`config.mk`:
```
export PLATFORM = sky130hd
export DESIGN_NAME = rcms_top
export DESIGN_NICKNAME = d
export VERILOG_FILES = /design/src/design/rcms_pkg.sv /design/src/design/rcms_mode_if.sv /design/src/design/rcms_mode_latch.sv /design/src/design/rcms_top.sv
export SDC_FILE = /design/constraint.sdc
export NUM_CORES = 1
export LEC_CHECK = 0
export BUFFER_PORTS_ARGS = -buffer_cell sky130_fd_sc_hd__buf_2
export CAP_MARGIN = 10
export CORE_MARGIN = 3
export CORE_UTILIZATION = 46
export CTS_CLUSTER_SIZE = 24
export DETAILED_ROUTE_END_ITERATION = 6
export PLACE_DENSITY = 0.82
export SLEW_MARGIN = 20
export SYNTH_ARGS = -nofsm -noshare
export SYNTH_HDL_FRONTEND = slang
export SYNTH_SLANG_ARGS = --single-unit
```
`constraint.sdc`:
```
create_clock -name clock -period 6.3 [get_ports clock]
set_clock_uncertainty 0.15 [all_clocks]
set_input_delay 0.315 -clock clock [delete_from_list [all_inputs] [get_ports clock]]
set_output_delay 0.315 -clock clock [all_outputs]
set_load 0.1 [all_outputs]
```
`src/design/rcms_pkg.sv`:
```
// package: constants, states and mode record of the reset sequencer
`default_nettype none
package rcms_pkg;

  typedef enum logic [3:0] {
    ST_RUN    = 4'h1,
    ST_WAIT   = 4'h2,
    ST_RESET  = 4'h4,
    ST_CONFIG = 4'h8
  } rcms_state_t;

  typedef struct packed {
    logic       bootByte;
    logic       csArb;
    logic       csFc;
    logic [4:0] csAddr;
    logic       parallel_port_e;
    logic       parallel_port_f;
    logic       testSlave;
    logic       clkCrystal;
    logic       bkptBdm;
  } rcms_cfg_t;

  // all pins high: default configuration
  localparam rcms_cfg_t CFG_RST = rcms_cfg_t'(13'h0000);

  // mode-select data line positions
  localparam int DL_BOOT  = 0;
  localparam int DL_ARB   = 1;
  localparam int DL_FC    = 2;
  localparam int DL_ADDR0 = 3;
  localparam int DL_PARALLEL_PORT_E = 8;
  localparam int DL_PARALLEL_PORT_F = 9;
  localparam int DL_TEST  = 11;

  localparam logic [7:0] FIRST_BUS_CYC = 8'h0A;
  localparam logic [7:0] RESET_HOLD_CYC = 8'h10;
  localparam logic [7:0] BUS_MON_CYC   = 8'h40;
  localparam logic [7:0] CNT_ZERO      = 8'h00;
  localparam logic [7:0] CNT_ONE       = 8'h01;

endpackage : rcms_pkg
`default_nettype wire

```
`src/design/rcms_mode_if.sv`:
```
// interface: mode capture between the sequencer and the mode latch
`default_nettype none
interface rcms_mode_if;
  import rcms_pkg::*;
  logic            capture;
  logic [11:0]     dataLines;
  logic            clkSelPin;
  logic            bkptPin;
  rcms_cfg_t       cfg;

  modport ctrl  (output capture, dataLines, clkSelPin, bkptPin,
                 input cfg);
  modport latch (input capture, dataLines, clkSelPin, bkptPin,
                 output cfg);
endinterface : rcms_mode_if
`default_nettype wire

```
`src/design/rcms_mode_latch.sv`:
```
// mode latch: decodes and holds the configuration sampled at release
`default_nettype none
module rcms_mode_latch
  import rcms_pkg::*;
(
  input  wire logic   clock,
  input  wire logic   rst_n,
  rcms_mode_if.latch  modeBus
);

  rcms_cfg_t cfgQ;
  rcms_cfg_t cfgD;

  // a low line on 3..7 converts its chip select and all below, down to 6
  function automatic logic [4:0] addrMask(input logic [4:0] lines);
    logic [4:0] m;
    m    = 5'h00;
    m[4] = ~lines[4];
    for (int i = 3; i >= 0; i--)
    begin
      m[i] = ~lines[i] | m[i+1];
    end
    return m;
  endfunction : addrMask

  always_comb
  begin
    cfgD = cfgQ;
    if (modeBus.capture)
    begin
      cfgD.bootByte   = ~modeBus.dataLines[DL_BOOT];
      cfgD.csArb      = ~modeBus.dataLines[DL_ARB];
      cfgD.csFc       = ~modeBus.dataLines[DL_FC];
      cfgD.csAddr     = addrMask(modeBus.dataLines[DL_ADDR0+:5]);
      cfgD.parallel_port_e      = ~modeBus.dataLines[DL_PARALLEL_PORT_E];
      cfgD.parallel_port_f      = ~modeBus.dataLines[DL_PARALLEL_PORT_F];
      cfgD.testSlave  = ~modeBus.dataLines[DL_TEST];
      cfgD.clkCrystal = ~modeBus.clkSelPin;
      cfgD.bkptBdm    = ~modeBus.bkptPin;
    end
  end

  always_ff @(posedge clock)
  begin
    if (!rst_n)
      cfgQ <= CFG_RST;
    else
      cfgQ <= cfgD;
  end

  assign modeBus.cfg = cfgQ;
endmodule : rcms_mode_latch
`default_nettype wire

```
`src/design/rcms_top.sv`:
```
// reset sequencer: classifies resets, drives reset lines, fixes mode
`default_nettype none
module rcms_top
  import rcms_pkg::*;
(
  input  wire logic        clock,
  input  wire logic        rst_n,
  input  wire logic        resetPinN,
  input  wire logic        powerUpReq,
  input  wire logic        watchdogTimeout,
  input  wire logic        haltReset,
  input  wire logic        lossOfReference,
  input  wire logic        testModeReq,
  input  wire logic        resetInstr,
  input  wire logic        busCycleActive,
  input  wire logic        busCycleEnd,
  input  wire logic [11:0] modeDataLines,
  input  wire logic        clockSourceSelectPin,
  input  wire logic        breakpointPin,
  input  wire logic        busGrant,
  output logic             pinResetDrive,
  output logic             clockModuleReset,
  output logic             masterResetLine,
  output logic             instructionResetLine,
  output logic             resetException,
  output logic             busMonitorTerminate,
  output logic             dataPullupEnable,
  output logic             coreStart,
  output logic             firstBusCycleOk,
  output logic             bootPortByteWide,
  output logic             csToBusArbitration,
  output logic             csToFunctionCode,
  output logic [4:0]       csToAddrMask,
  output logic             pinsToPortE,
  output logic             pinsToPortF,
  output logic             testSlaveMode,
  output logic             clockFromCrystal,
  output logic             backgroundDebugMode,
  output logic             slaveRegisterAccess
);

  rcms_mode_if modeBus ();

  rcms_state_t stateQ, stateD;
  logic [7:0]  cntQ, cntD;
  logic        pinSyncAQ, pinSyncBQ;
  logic        kClkQ, kClkD, kMstQ, kMstD, kExtQ, kExtD, kSysQ, kSysD;
  logic        monQ, monD, startD;
  logic        capture;
  logic        syncFull, asyncFull, anySource;

  ////////////////////////////////////////////////////////////////////////
  // pin synchroniser: with no clock edges, a held pin waits for the clock
  always_ff @(posedge clock)
  begin
    if (!rst_n)
    begin
      pinSyncAQ <= 1'b1;
      pinSyncBQ <= 1'b1;
    end
    else
    begin
      pinSyncAQ <= resetPinN;
      pinSyncBQ <= pinSyncAQ;
    end
  end

  assign syncFull  = ~pinSyncBQ | lossOfReference;
  assign asyncFull = powerUpReq | watchdogTimeout | haltReset;
  assign anySource = syncFull | asyncFull | testModeReq | resetInstr;

  ////////////////////////////////////////////////////////////////////////
  always_comb
  begin
    stateD  = stateQ;
    cntD    = cntQ;
    kClkD   = kClkQ;
    kMstD   = kMstQ;
    kExtD   = kExtQ;
    kSysD   = kSysQ;
    monD    = 1'b0;
    startD  = 1'b0;
    capture = 1'b0;
    unique case (stateQ)
      ST_RUN:
      begin
        cntD = CNT_ZERO;
        if (asyncFull)
        begin
          stateD = ST_RESET;
          {kMstD, kClkD, kExtD, kSysD} = 4'hE;
        end
        else if (syncFull || testModeReq)
        begin
          stateD = ST_WAIT;
          {kMstD, kClkD, kExtD, kSysD} = {1'b1, syncFull, 2'h2};
        end
        else if (resetInstr)
        begin
          stateD = ST_RESET;
          {kMstD, kClkD, kExtD, kSysD} = 4'h3;
        end
      end
      ST_WAIT:
      begin
        cntD  = cntQ + CNT_ONE;
        kClkD = kClkQ | syncFull;
        if (asyncFull)
        begin
          stateD = ST_RESET;
          kClkD  = 1'b1;
          cntD   = CNT_ZERO;
        end
        // a write in progress finishes before the lines assert
        else if (busCycleEnd || !busCycleActive)
        begin
          stateD = ST_RESET;
          cntD   = CNT_ZERO;
        end
        else if (cntQ == BUS_MON_CYC - CNT_ONE)
        begin
          monD   = 1'b1;
          stateD = ST_RESET;
          cntD   = CNT_ZERO;
        end
      end
      ST_RESET:
      begin
        kMstD = kMstQ | syncFull | asyncFull | testModeReq;
        kClkD = kClkQ | syncFull | asyncFull;
        kExtD = 1'b1;
        kSysD = kSysQ | resetInstr;
        if (anySource)
          cntD = CNT_ZERO;
        else if (cntQ == RESET_HOLD_CYC - CNT_ONE)
        begin
          stateD  = ST_CONFIG;
          capture = 1'b1;
          cntD    = CNT_ZERO;
        end
        else
          cntD = cntQ + CNT_ONE;
      end
      ST_CONFIG:
      begin
        cntD = cntQ + CNT_ONE;
        if (asyncFull)
        begin
          stateD = ST_RESET;
          {kMstD, kClkD, kExtD, kSysD} = 4'hE;
          cntD   = CNT_ZERO;
        end
        else if (cntQ == FIRST_BUS_CYC - CNT_ONE)
        begin
          stateD = ST_RUN;
          startD = 1'b1;
        end
      end
    endcase
  end

  // block reset counts as power-up: all full-reset lines asserted
  always_ff @(posedge clock)
  begin
    if (!rst_n)
    begin
      stateQ <= ST_RESET;
      cntQ   <= CNT_ZERO;
      {kMstQ, kClkQ, kExtQ, kSysQ} <= 4'hE;
      monQ   <= 1'b0;
      {pinResetDrive, clockModuleReset, masterResetLine,
       instructionResetLine} <= 4'hE;
      {resetException, dataPullupEnable} <= 2'h3;
      {coreStart, firstBusCycleOk} <= 2'h0;
    end
    else
    begin
      stateQ <= stateD;
      cntQ   <= cntD;
      {kMstQ, kClkQ, kExtQ, kSysQ} <= {kMstD, kClkD, kExtD, kSysD};
      monQ   <= monD;
      pinResetDrive        <= (stateD == ST_RESET) & kExtD;
      clockModuleReset     <= (stateD == ST_RESET) & kClkD;
      masterResetLine      <= (stateD == ST_RESET) & kMstD;
      instructionResetLine <= (stateD == ST_RESET) & kSysD;
      resetException       <= (stateD != ST_RUN);
      dataPullupEnable     <= (stateD == ST_RESET);
      coreStart            <= startD;
      firstBusCycleOk      <= (stateD == ST_RUN);
    end
  end

  assign busMonitorTerminate = monQ;
  ////////////////////////////////////////////////////////////////////////
  assign modeBus.capture   = capture;
  assign modeBus.dataLines = modeDataLines;
  assign modeBus.clkSelPin = clockSourceSelectPin;
  assign modeBus.bkptPin   = breakpointPin;

  rcms_mode_latch u_latch (
    .clock   (clock),
    .rst_n   (rst_n),
    .modeBus (modeBus)
  );
  assign {bootPortByteWide, csToBusArbitration, csToFunctionCode,
          csToAddrMask, pinsToPortE, pinsToPortF, testSlaveMode,
          clockFromCrystal, backgroundDebugMode} = modeBus.cfg;
  assign slaveRegisterAccess = modeBus.cfg.testSlave & busGrant;
endmodule : rcms_top
`default_nettype wire

```
==> key figures, run 1 <==
Run status
  • Status: completed

Critical path
  • Crit path buffers/inverters: 0
  • Cells along the critical path: nor2b_1 -> nand4_1 -> nor3_4 -> a211o_4 -> o21ai_1
  • CP Max Fanout: 28
  • Worst path top cell family by delay: simple AND/OR/NAND/NOR gates
  • Setup CP Type: register to register
  • Arr. time, crit path: around 2.6 ns
  • Critical path startpoint category: register
  • Crit-path max cell delay: ~0.89 ns
  • Critical-path cell with the highest stage delay: nor3_4
  • Worst EP required: roughly 6.3 ns
  • Crit path capture type: register

Power
  • Seq pwr share: between 50% and 60%
  • IR drop worst, VDD: 0.000133 V
  • Pwr Total: between 400 and 500 uW
  • P_leak: between 0.8 and 0.9 nW
  • PwrDens: around 200 mW/mm^2
  • Combinational share of power: around 5.4%
  • Sw Share: about 22%
  • Internal Power: 338 uW
  • Switching pwr: 96.6 uW
  • Clk pwr share: a little over a third

Route
  • DRC viols: 0
  • Routed wire per std cell: 12.4 um
  • Vias: 1534
  • Drt pass-1 iters: 4
  • Antenna viol nets, final: 0
  • Routed WL: around 3500 um
  • Detailed Route Iter0 Violations: 91
  • Vias per cell: 5.38

Yosys
  • Yosys reg bits: 40
  • EDFF count, synth: 0
  • Avg Cell Area, Syn: approximately 9.7 um^2
  • Cell Area, Synth: around 0.0018 mm^2
  • Cell count after synthesis: 190
  • Synth warn: 0
  • Asr flop ratio synth: 0%
  • Top_reg_cell synth: dfxtp_1
  • Synth Net Count: 218
  • Unique masters post-synth: 54
  • Seq/Total Area, Yosys: 43.5%

Floorplanning
  • Num ports: a little under 50
  • Initial Utilization: between 40% and 50%
  • Die H: around 70 um
  • Core outline area: roughly 0.0038 mm^2
  • Core Rows: 22
  • Die X: slightly below 70 um
  • Die footprint: ~0.0048 mm^2

GRT
  • Largest net degree at the start of global routing: 29
  • Vias in the first global route: around 1500
  • Initial antenna violation count: 0
  • Overflow after GRT: 0
  • GRT Util Overall: approximately 16%
  • First-pass GRT wire length: approximately 6300 um

Placement
  • IO buf count: 47
  • RD Place Congestion: roughly 0.92
  • Post-Place Worst Slack: ~3.6 ns
  • Post-DP HPWL: 2660 um

Timing
  • Worst Tran Pin Value: ~1.1 ns
  • Max Clock Freq: roughly 380 MHz
  • Setup ws final: 3.69 ns
  • Final hold viol count: 0
  • Fin crit share: about two fifths
  • Setup violators final: 0
  • RSZ-0062 raised after global routing: no
  • Slew Viols, Final: 0
  • Slew Limit Headroom: between 20% and 30%
  • Fin Setup TNS: 0 ns
  • Final hold slack: between 0.05 and 0.06 ns
  • Tmin final: ~2.6 ns

CTS
  • # H-tree levels: 2
  • Post-CTS Setup Bufs: 0
  • CTS clk-pin slew, worst paths: roughly 0.070 ns
  • Post-CTS sizing: 0
  • Hold_buf cts: 0
  • Clk sinks: 40
  • TritonCTS clock tree: yes
  • CTS Buf Count: 5
  • Clk_lat worst skew: 0.29 ns
  • Longest Clk Path Bufs: 2
  • Root cell of the clock tree: clkbuf_8

Job
  • Max-Cap Viols: 0

Finish
  • Final core utilization: between 50 and 60%
  • Most frequent cells in the layout: buf_2, dfxtp_1, nor2_1, nand2_1, inv_1
  • NumNets Final: roughly 270
  • Area grow syn2layout: 17.5%
  • Share of layout cells above drive strength 1: roughly 33%
  • Diode count: 0
  • Commonest non-fill, non-tap cell in the layout: buf_2

Hold path
  • Worst Hold Class: input pin to register
synthesized netlist by cell type, types with 4 or more instances:
cell      instances  area (um^2)
a211oi_1          5         37.5
a211oi_2          6         75.1
a21oi_1           6         30.0
and3_1            4         25.0
dfxtp_1          40          801
inv_1             8         30.0
nand2_1          12         45.0
nor2_1           32          120
o21ai_0           5         25.0
o31ai_2           5         62.6
xnor2_1           4         35.0
per-stage QoR:
step	std cells	cell area, um^2
2_1_floorplan	190	1840
3_3_place_gp	278	2090
3_5_place_dp	278	2090
4_1_cts	285	2160
5_1_grt	285	2160
6_report	285	2160
sequential cells by signal, summed over array words and instances (netlist names):
register and flops:
kSysQ 1, instructionResetLine 1, pinResetDrive 1, u_latch.modeBus.cfg 13, pinSyncAQ 1, kMstQ 1
pinSyncBQ 1, clockModuleReset 1, dataPullupEnable 1, firstBusCycleOk 1, cntQ 8, masterResetLine 1
kClkQ 1, kExtQ 1, coreStart 1, resetException 1, busMonitorTerminate 1, stateQ 4
power groups by stage:
stage / registers (mW) / logic, mW / clock network (mW)
finish: 0.255 / 0.0233 / 0.157
floorplan: 0.264 / 0.00863 / 0
global placement: 0.260 / 0.0233 / 0
detailed placement: 0.261 / 0.0234 / 0
CTS: 0.255 / 0.0235 / 0.162
global route: 0.255 / 0.0258 / 0.170
area by class of cell:
class / count / area [um^2]
Sequential cell: 40 / 801
Clock buffer: 6 / 72.6
Fill cell: 343 / 1610
Tap cell: 48 / 60.1
Inverter: 8 / 30.0
Clock inverter: 1 / 5.00
Timing Repair Buffer: 47 / 235
Multi-Input combinational cell: 135 / 960
worst paths after layout:
path / cells past startpoint / slack, ns / from / end
setup reg to reg: 5 / 3.69 / stateQ[2] / dataPullupEnable
hold reg to reg: 1 / 0.26 / pinSyncAQ / pinSyncBQ
hold / removal: 2 / 0.05 / modeDataLines[0] / u_latch.modeBus.cfg[12]
setup / recovery: 5 / 3.69 / stateQ[2] / dataPullupEnable
routing by layer:
layer | share of wire (%) | track usage, %
met1 | 45 | 18.9
met2 | 47 | 27.4
met3 | 6.8 | 4.06
met4 | 1.0 | 5.42
met5 | 0 | 0
cell families (layout without fill, tap and decap cells):
| family | after synthesis | in the layout | synth area share (%) |
|---|---|---|---|
| adders and majority gates | 2 | 2 | 1.36 |
| DFF | 40 | 40 | 43.5 |
| and+or+nand+nor | 80 | 80 | 24.6 |
| xor gates and xnor gates | 7 | 7 | 3.33 |
| AOI/OAI and AO/OA | 46 | 46 | 22.8 |
| buffers and inverters | 15 | 62 | 4.35 |
Note: power is estimated with default switching activity, not from simulation.
==> inputs of run 2 (changes only) <==
- ABC_AREA: not set -> 1
- PLACE_DENSITY: 0.82 -> 0.84
- clock period: 6.3 -> 2.2 ns (I/O delays scaled with it)
==> run 2 against run 1 <==
Cell area grew 15%. Sequential power grew to 2.9 times the previous value. Clock power grew to 3.9 times the previous value. Via count grew 21%. Largest cell class unchanged. Core utilization grew 3.8 points.
==> key figures, run 2 <==
GRT
  • Vias in the first global route: 1766 (+18%)
  • GRT Util Overall: 19.1% (+3.3 points)
  • Met1 GRT Util: 25.5% (+6.6 points)
  • Met3 Usage GRT: 4.49% (+0.43 points)
  • Routing usage on met2: 29.9% (+2.5 points)
  • First-pass GRT wire length: 7840 um (+24%)
  • Top Usage Layer GRT: met2
  • Initial antenna violation count: 0 (unchanged)
  • Largest net degree at the start of global routing: 26 (-10%)
  • Overflow after GRT: 0 (unchanged)

CTS
  • Longest Clk Path Bufs: 2 (unchanged)
  • Hold_buf cts: 13 (+13)
  • Post-CTS sizing: 0 (unchanged)
  • CTS clk-pin slew, worst paths: 0.08 ns (about the same)
  • Clk_lat worst skew: 0.30 ns (about the same)
  • Post-CTS Setup Bufs: 0 (unchanged)
  • Clk sinks: 40 (unchanged)
  • TritonCTS clock tree: yes
  • CTS Buf Count: 5 (unchanged)
  • Root cell of the clock tree: clkbuf_8
  • # H-tree levels: 2 (unchanged)

Floorplanning
  • Die footprint: 0.00509 mm^2 (+6.1%)
  • Initial Utilization: 48.4% (-0.39 points)
  • Die H: 71.4 um (+3.0%)
  • Core Rows: 23 (+4.5%)
  • Num ports: 49 (unchanged)
  • Core outline area: 0.00406 mm^2 (+7.6%)
  • Die X: 71.4 um (+3.0%)

Critical path
  • Cells along the critical path: ha_1 -> nand3_2 -> nor2_4 -> nand3_4 -> inv_2 -> o21ai_0 -> a21oi_1
  • CP Max Fanout: 22 (-21%)
  • Setup CP Type: register to register
  • Crit path depth: 7 (+2)
  • Critical-path cell with the highest stage delay: dfxtp_1
  • Crit path buffers/inverters: 1 (+1)
  • R2R setup slack: 0.36 ns (-3.32 ns)
  • Worst path top cell family by delay: simple AND/OR/NAND/NOR gates
  • Critical path startpoint category: register
  • R2R cell count: 7 (+2)
  • Arr. time, crit path: 1.91 ns (-0.71 ns)
  • Crit path capture type: register
  • Worst EP required: 2.28 ns (-4.03 ns)
  • Crit-path max cell delay: 0.38 ns (-0.51 ns)

Yosys
  • Yosys reg bits: 40 (unchanged)
  • Cell count after synthesis: 255 (+34%)
  • Avg Cell Area, Syn: 7.70 um^2 (-20%)
  • Cell Area, Synth: 0.00196 mm^2 (+6.7%)
  • EDFF count, synth: 0 (unchanged)
  • Yosys top cell by area: dfxtp_1
  • Asr flop ratio synth: 0% (unchanged)
  • Seq/Total Area, Yosys: 40.8% (-2.7 points)
  • Unique masters post-synth: 34 (-37%)
  • Commonest cells post-synth: nand2_1, dfxtp_1, inv_1
  • Synth top area share: 40.8% (-2.7 points)
  • Synth top area cells: dfxtp_1, nand2_1, nand3_1, inv_1, a21oi_1
  • Top_reg_cell synth: dfxtp_1
  • Count leader, synth: nand2_1
  • Synth warn: 0 (unchanged)
  • Synth Net Count: 283 (+30%)

Finish
  • Most frequent cells in the layout: buf_2, nand2_1, dfxtp_1, inv_1, nor2_1
  • Diode count: 0 (unchanged)
  • Post-route design area: 0.00248 mm^2 (+15%)
  • Share of layout cells above drive strength 1: 31.3% (-1.6 points)
  • Area grow syn2layout: 26.3%
  • Reg area: 801 um^2 (unchanged)
  • Fillcell total: 355 (+3.5%)
  • Max FFs per register: 13 (unchanged)
  • Commonest non-fill, non-tap cell in the layout: buf_2
  • NumNets Final: 346 (+31%)
  • Area of the multi-input gates: 0.00100 mm^2 (+4.3%)

Route
  • Detailed Route Iter0 Violations: 120 (+32%)
  • Vias per cell: 5.01 (-6.9%)
  • Vias: 1850 (+21%)
  • DRC viols: 0 (unchanged)
  • Drt pass-1 iters: 4 (unchanged)
  • Routed WL: 4420 um (+25%)
  • Antenna viol nets, final: 0 (unchanged)
  • Routed wire per std cell: 12.0 um (-3.8%)

Timing
  • Fin Setup TNS: 0 ns (unchanged)
  • RSZ-0062 raised after global routing: no
  • Slew Limit Headroom: 67.3% (+38 points)
  • Worst Tran Pin Value: 0.494 ns (-0.568 ns)
  • Tmin final: 1.84 ns (-0.779 ns)
  • Slew Viols, Final: 0 (unchanged)
  • Final hold viol count: 0 (unchanged)
  • Fin crit share: 83.4% (+42 points)
  • Setup ws final: 0.365 ns (-3.32 ns)
  • Max Clock Freq: 545 MHz (+42%)
  • Setup violators final: 0 (unchanged)

Run status
  • Status: completed

Placement
  • Post-Place Worst Slack: 0.384 ns (-3.20 ns)
  • Post-DP HPWL: 3120 um (+17%)
  • RD Place Congestion: 0.916 (about the same)
  • Placed instance area: 0.00224 mm^2 (+7.2%)
  • IO buf count: 47 (unchanged)

Power
  • Pwr Total: 1.45 mW (+230%)
  • PwrDens: 583 mW/mm^2 (+190%)
  • IR drop worst, VDD: 0.000359 V (+170%)
  • P_leak: 1.25 nW (+40%)

Job
  • Max-Cap Viols: 0 (unchanged)

Hold path
  • Worst Hold Class: input pin to register
  • Hold depth: 5 (+3)
==> run 2: cells by family (layout without fill, tap and decap cells) <==
logic type	after synthesis	after routing	synth area share (%)
simple gates	134	134	38.5
flops	40	40	40.8
buf+inv	40	104	8.28
compound gates	36	36	9.87
xor+xnor	3	3	1.34
fa+ha+maj	2	2	1.27
==> run 2: report_power, final <==
group          switching, mW  leakage (nW)  internal (mW)  total [mW]
clock network          0.279        0.0548          0.342       0.620
registers            0.00182         0.324          0.728       0.729
logic                 0.0546         0.874         0.0427      0.0973
total                  0.335          1.25           1.11        1.45
==> run 2: final timing paths <==
path | startpoint | endpoint
setup / recovery | cntQ[0] | u_latch.modeBus.cfg[12]
hold / removal | lossOfReference | kClkQ
setup reg to reg | cntQ[0] | u_latch.modeBus.cfg[12]
hold reg to reg | pinSyncAQ | pinSyncBQ
==> run 2: per-layer routing <==
metal / part of all wire [%] / vias up
li1: - / 946
met1: 45 / 831
met2: 46 / 64
met3: 7.2 / 9
met4: 2.0 / 0
met5: 0 / -
==> run 2: area by class of cell <==
| class | count | area share [%] |
|---|---|---|
| tap | 50 | 2.52 |
| sequential | 40 | 32.3 |
| timing repair buffer | 60 | 14.7 |
| inverter | 36 | 5.50 |
| clock inverter | 3 | 1.87 |
| clock buffer | 5 | 2.77 |
| multi-input combinational | 175 | 40.3 |
==> run 2: worst register-to-register path, cell delays in order, from the launching register on <==
cell and delay (ns):
dfxtp_1 0.38, ha_1 0.25, nand3_2 0.13, nor2_4 0.18, nand3_4 0.12, inv_2 0.28, o21ai_0 0.14, a21oi_1 0.14
==> run 2: stage by stage <==
| stage | cells | util, % | hold WS [ns] |
|---|---|---|---|
| finish | 369 | 61.1 | 0.0316 |
| detailed placement | 348 | 55.1 | 0.142 |
| global placement | 348 | 55.1 | 0.134 |
| global route | 369 | 61.1 | 0.0352 |
| CTS | 369 | 61.1 | 0.00849 |
| floorplan | 255 | - | 0.0494 |
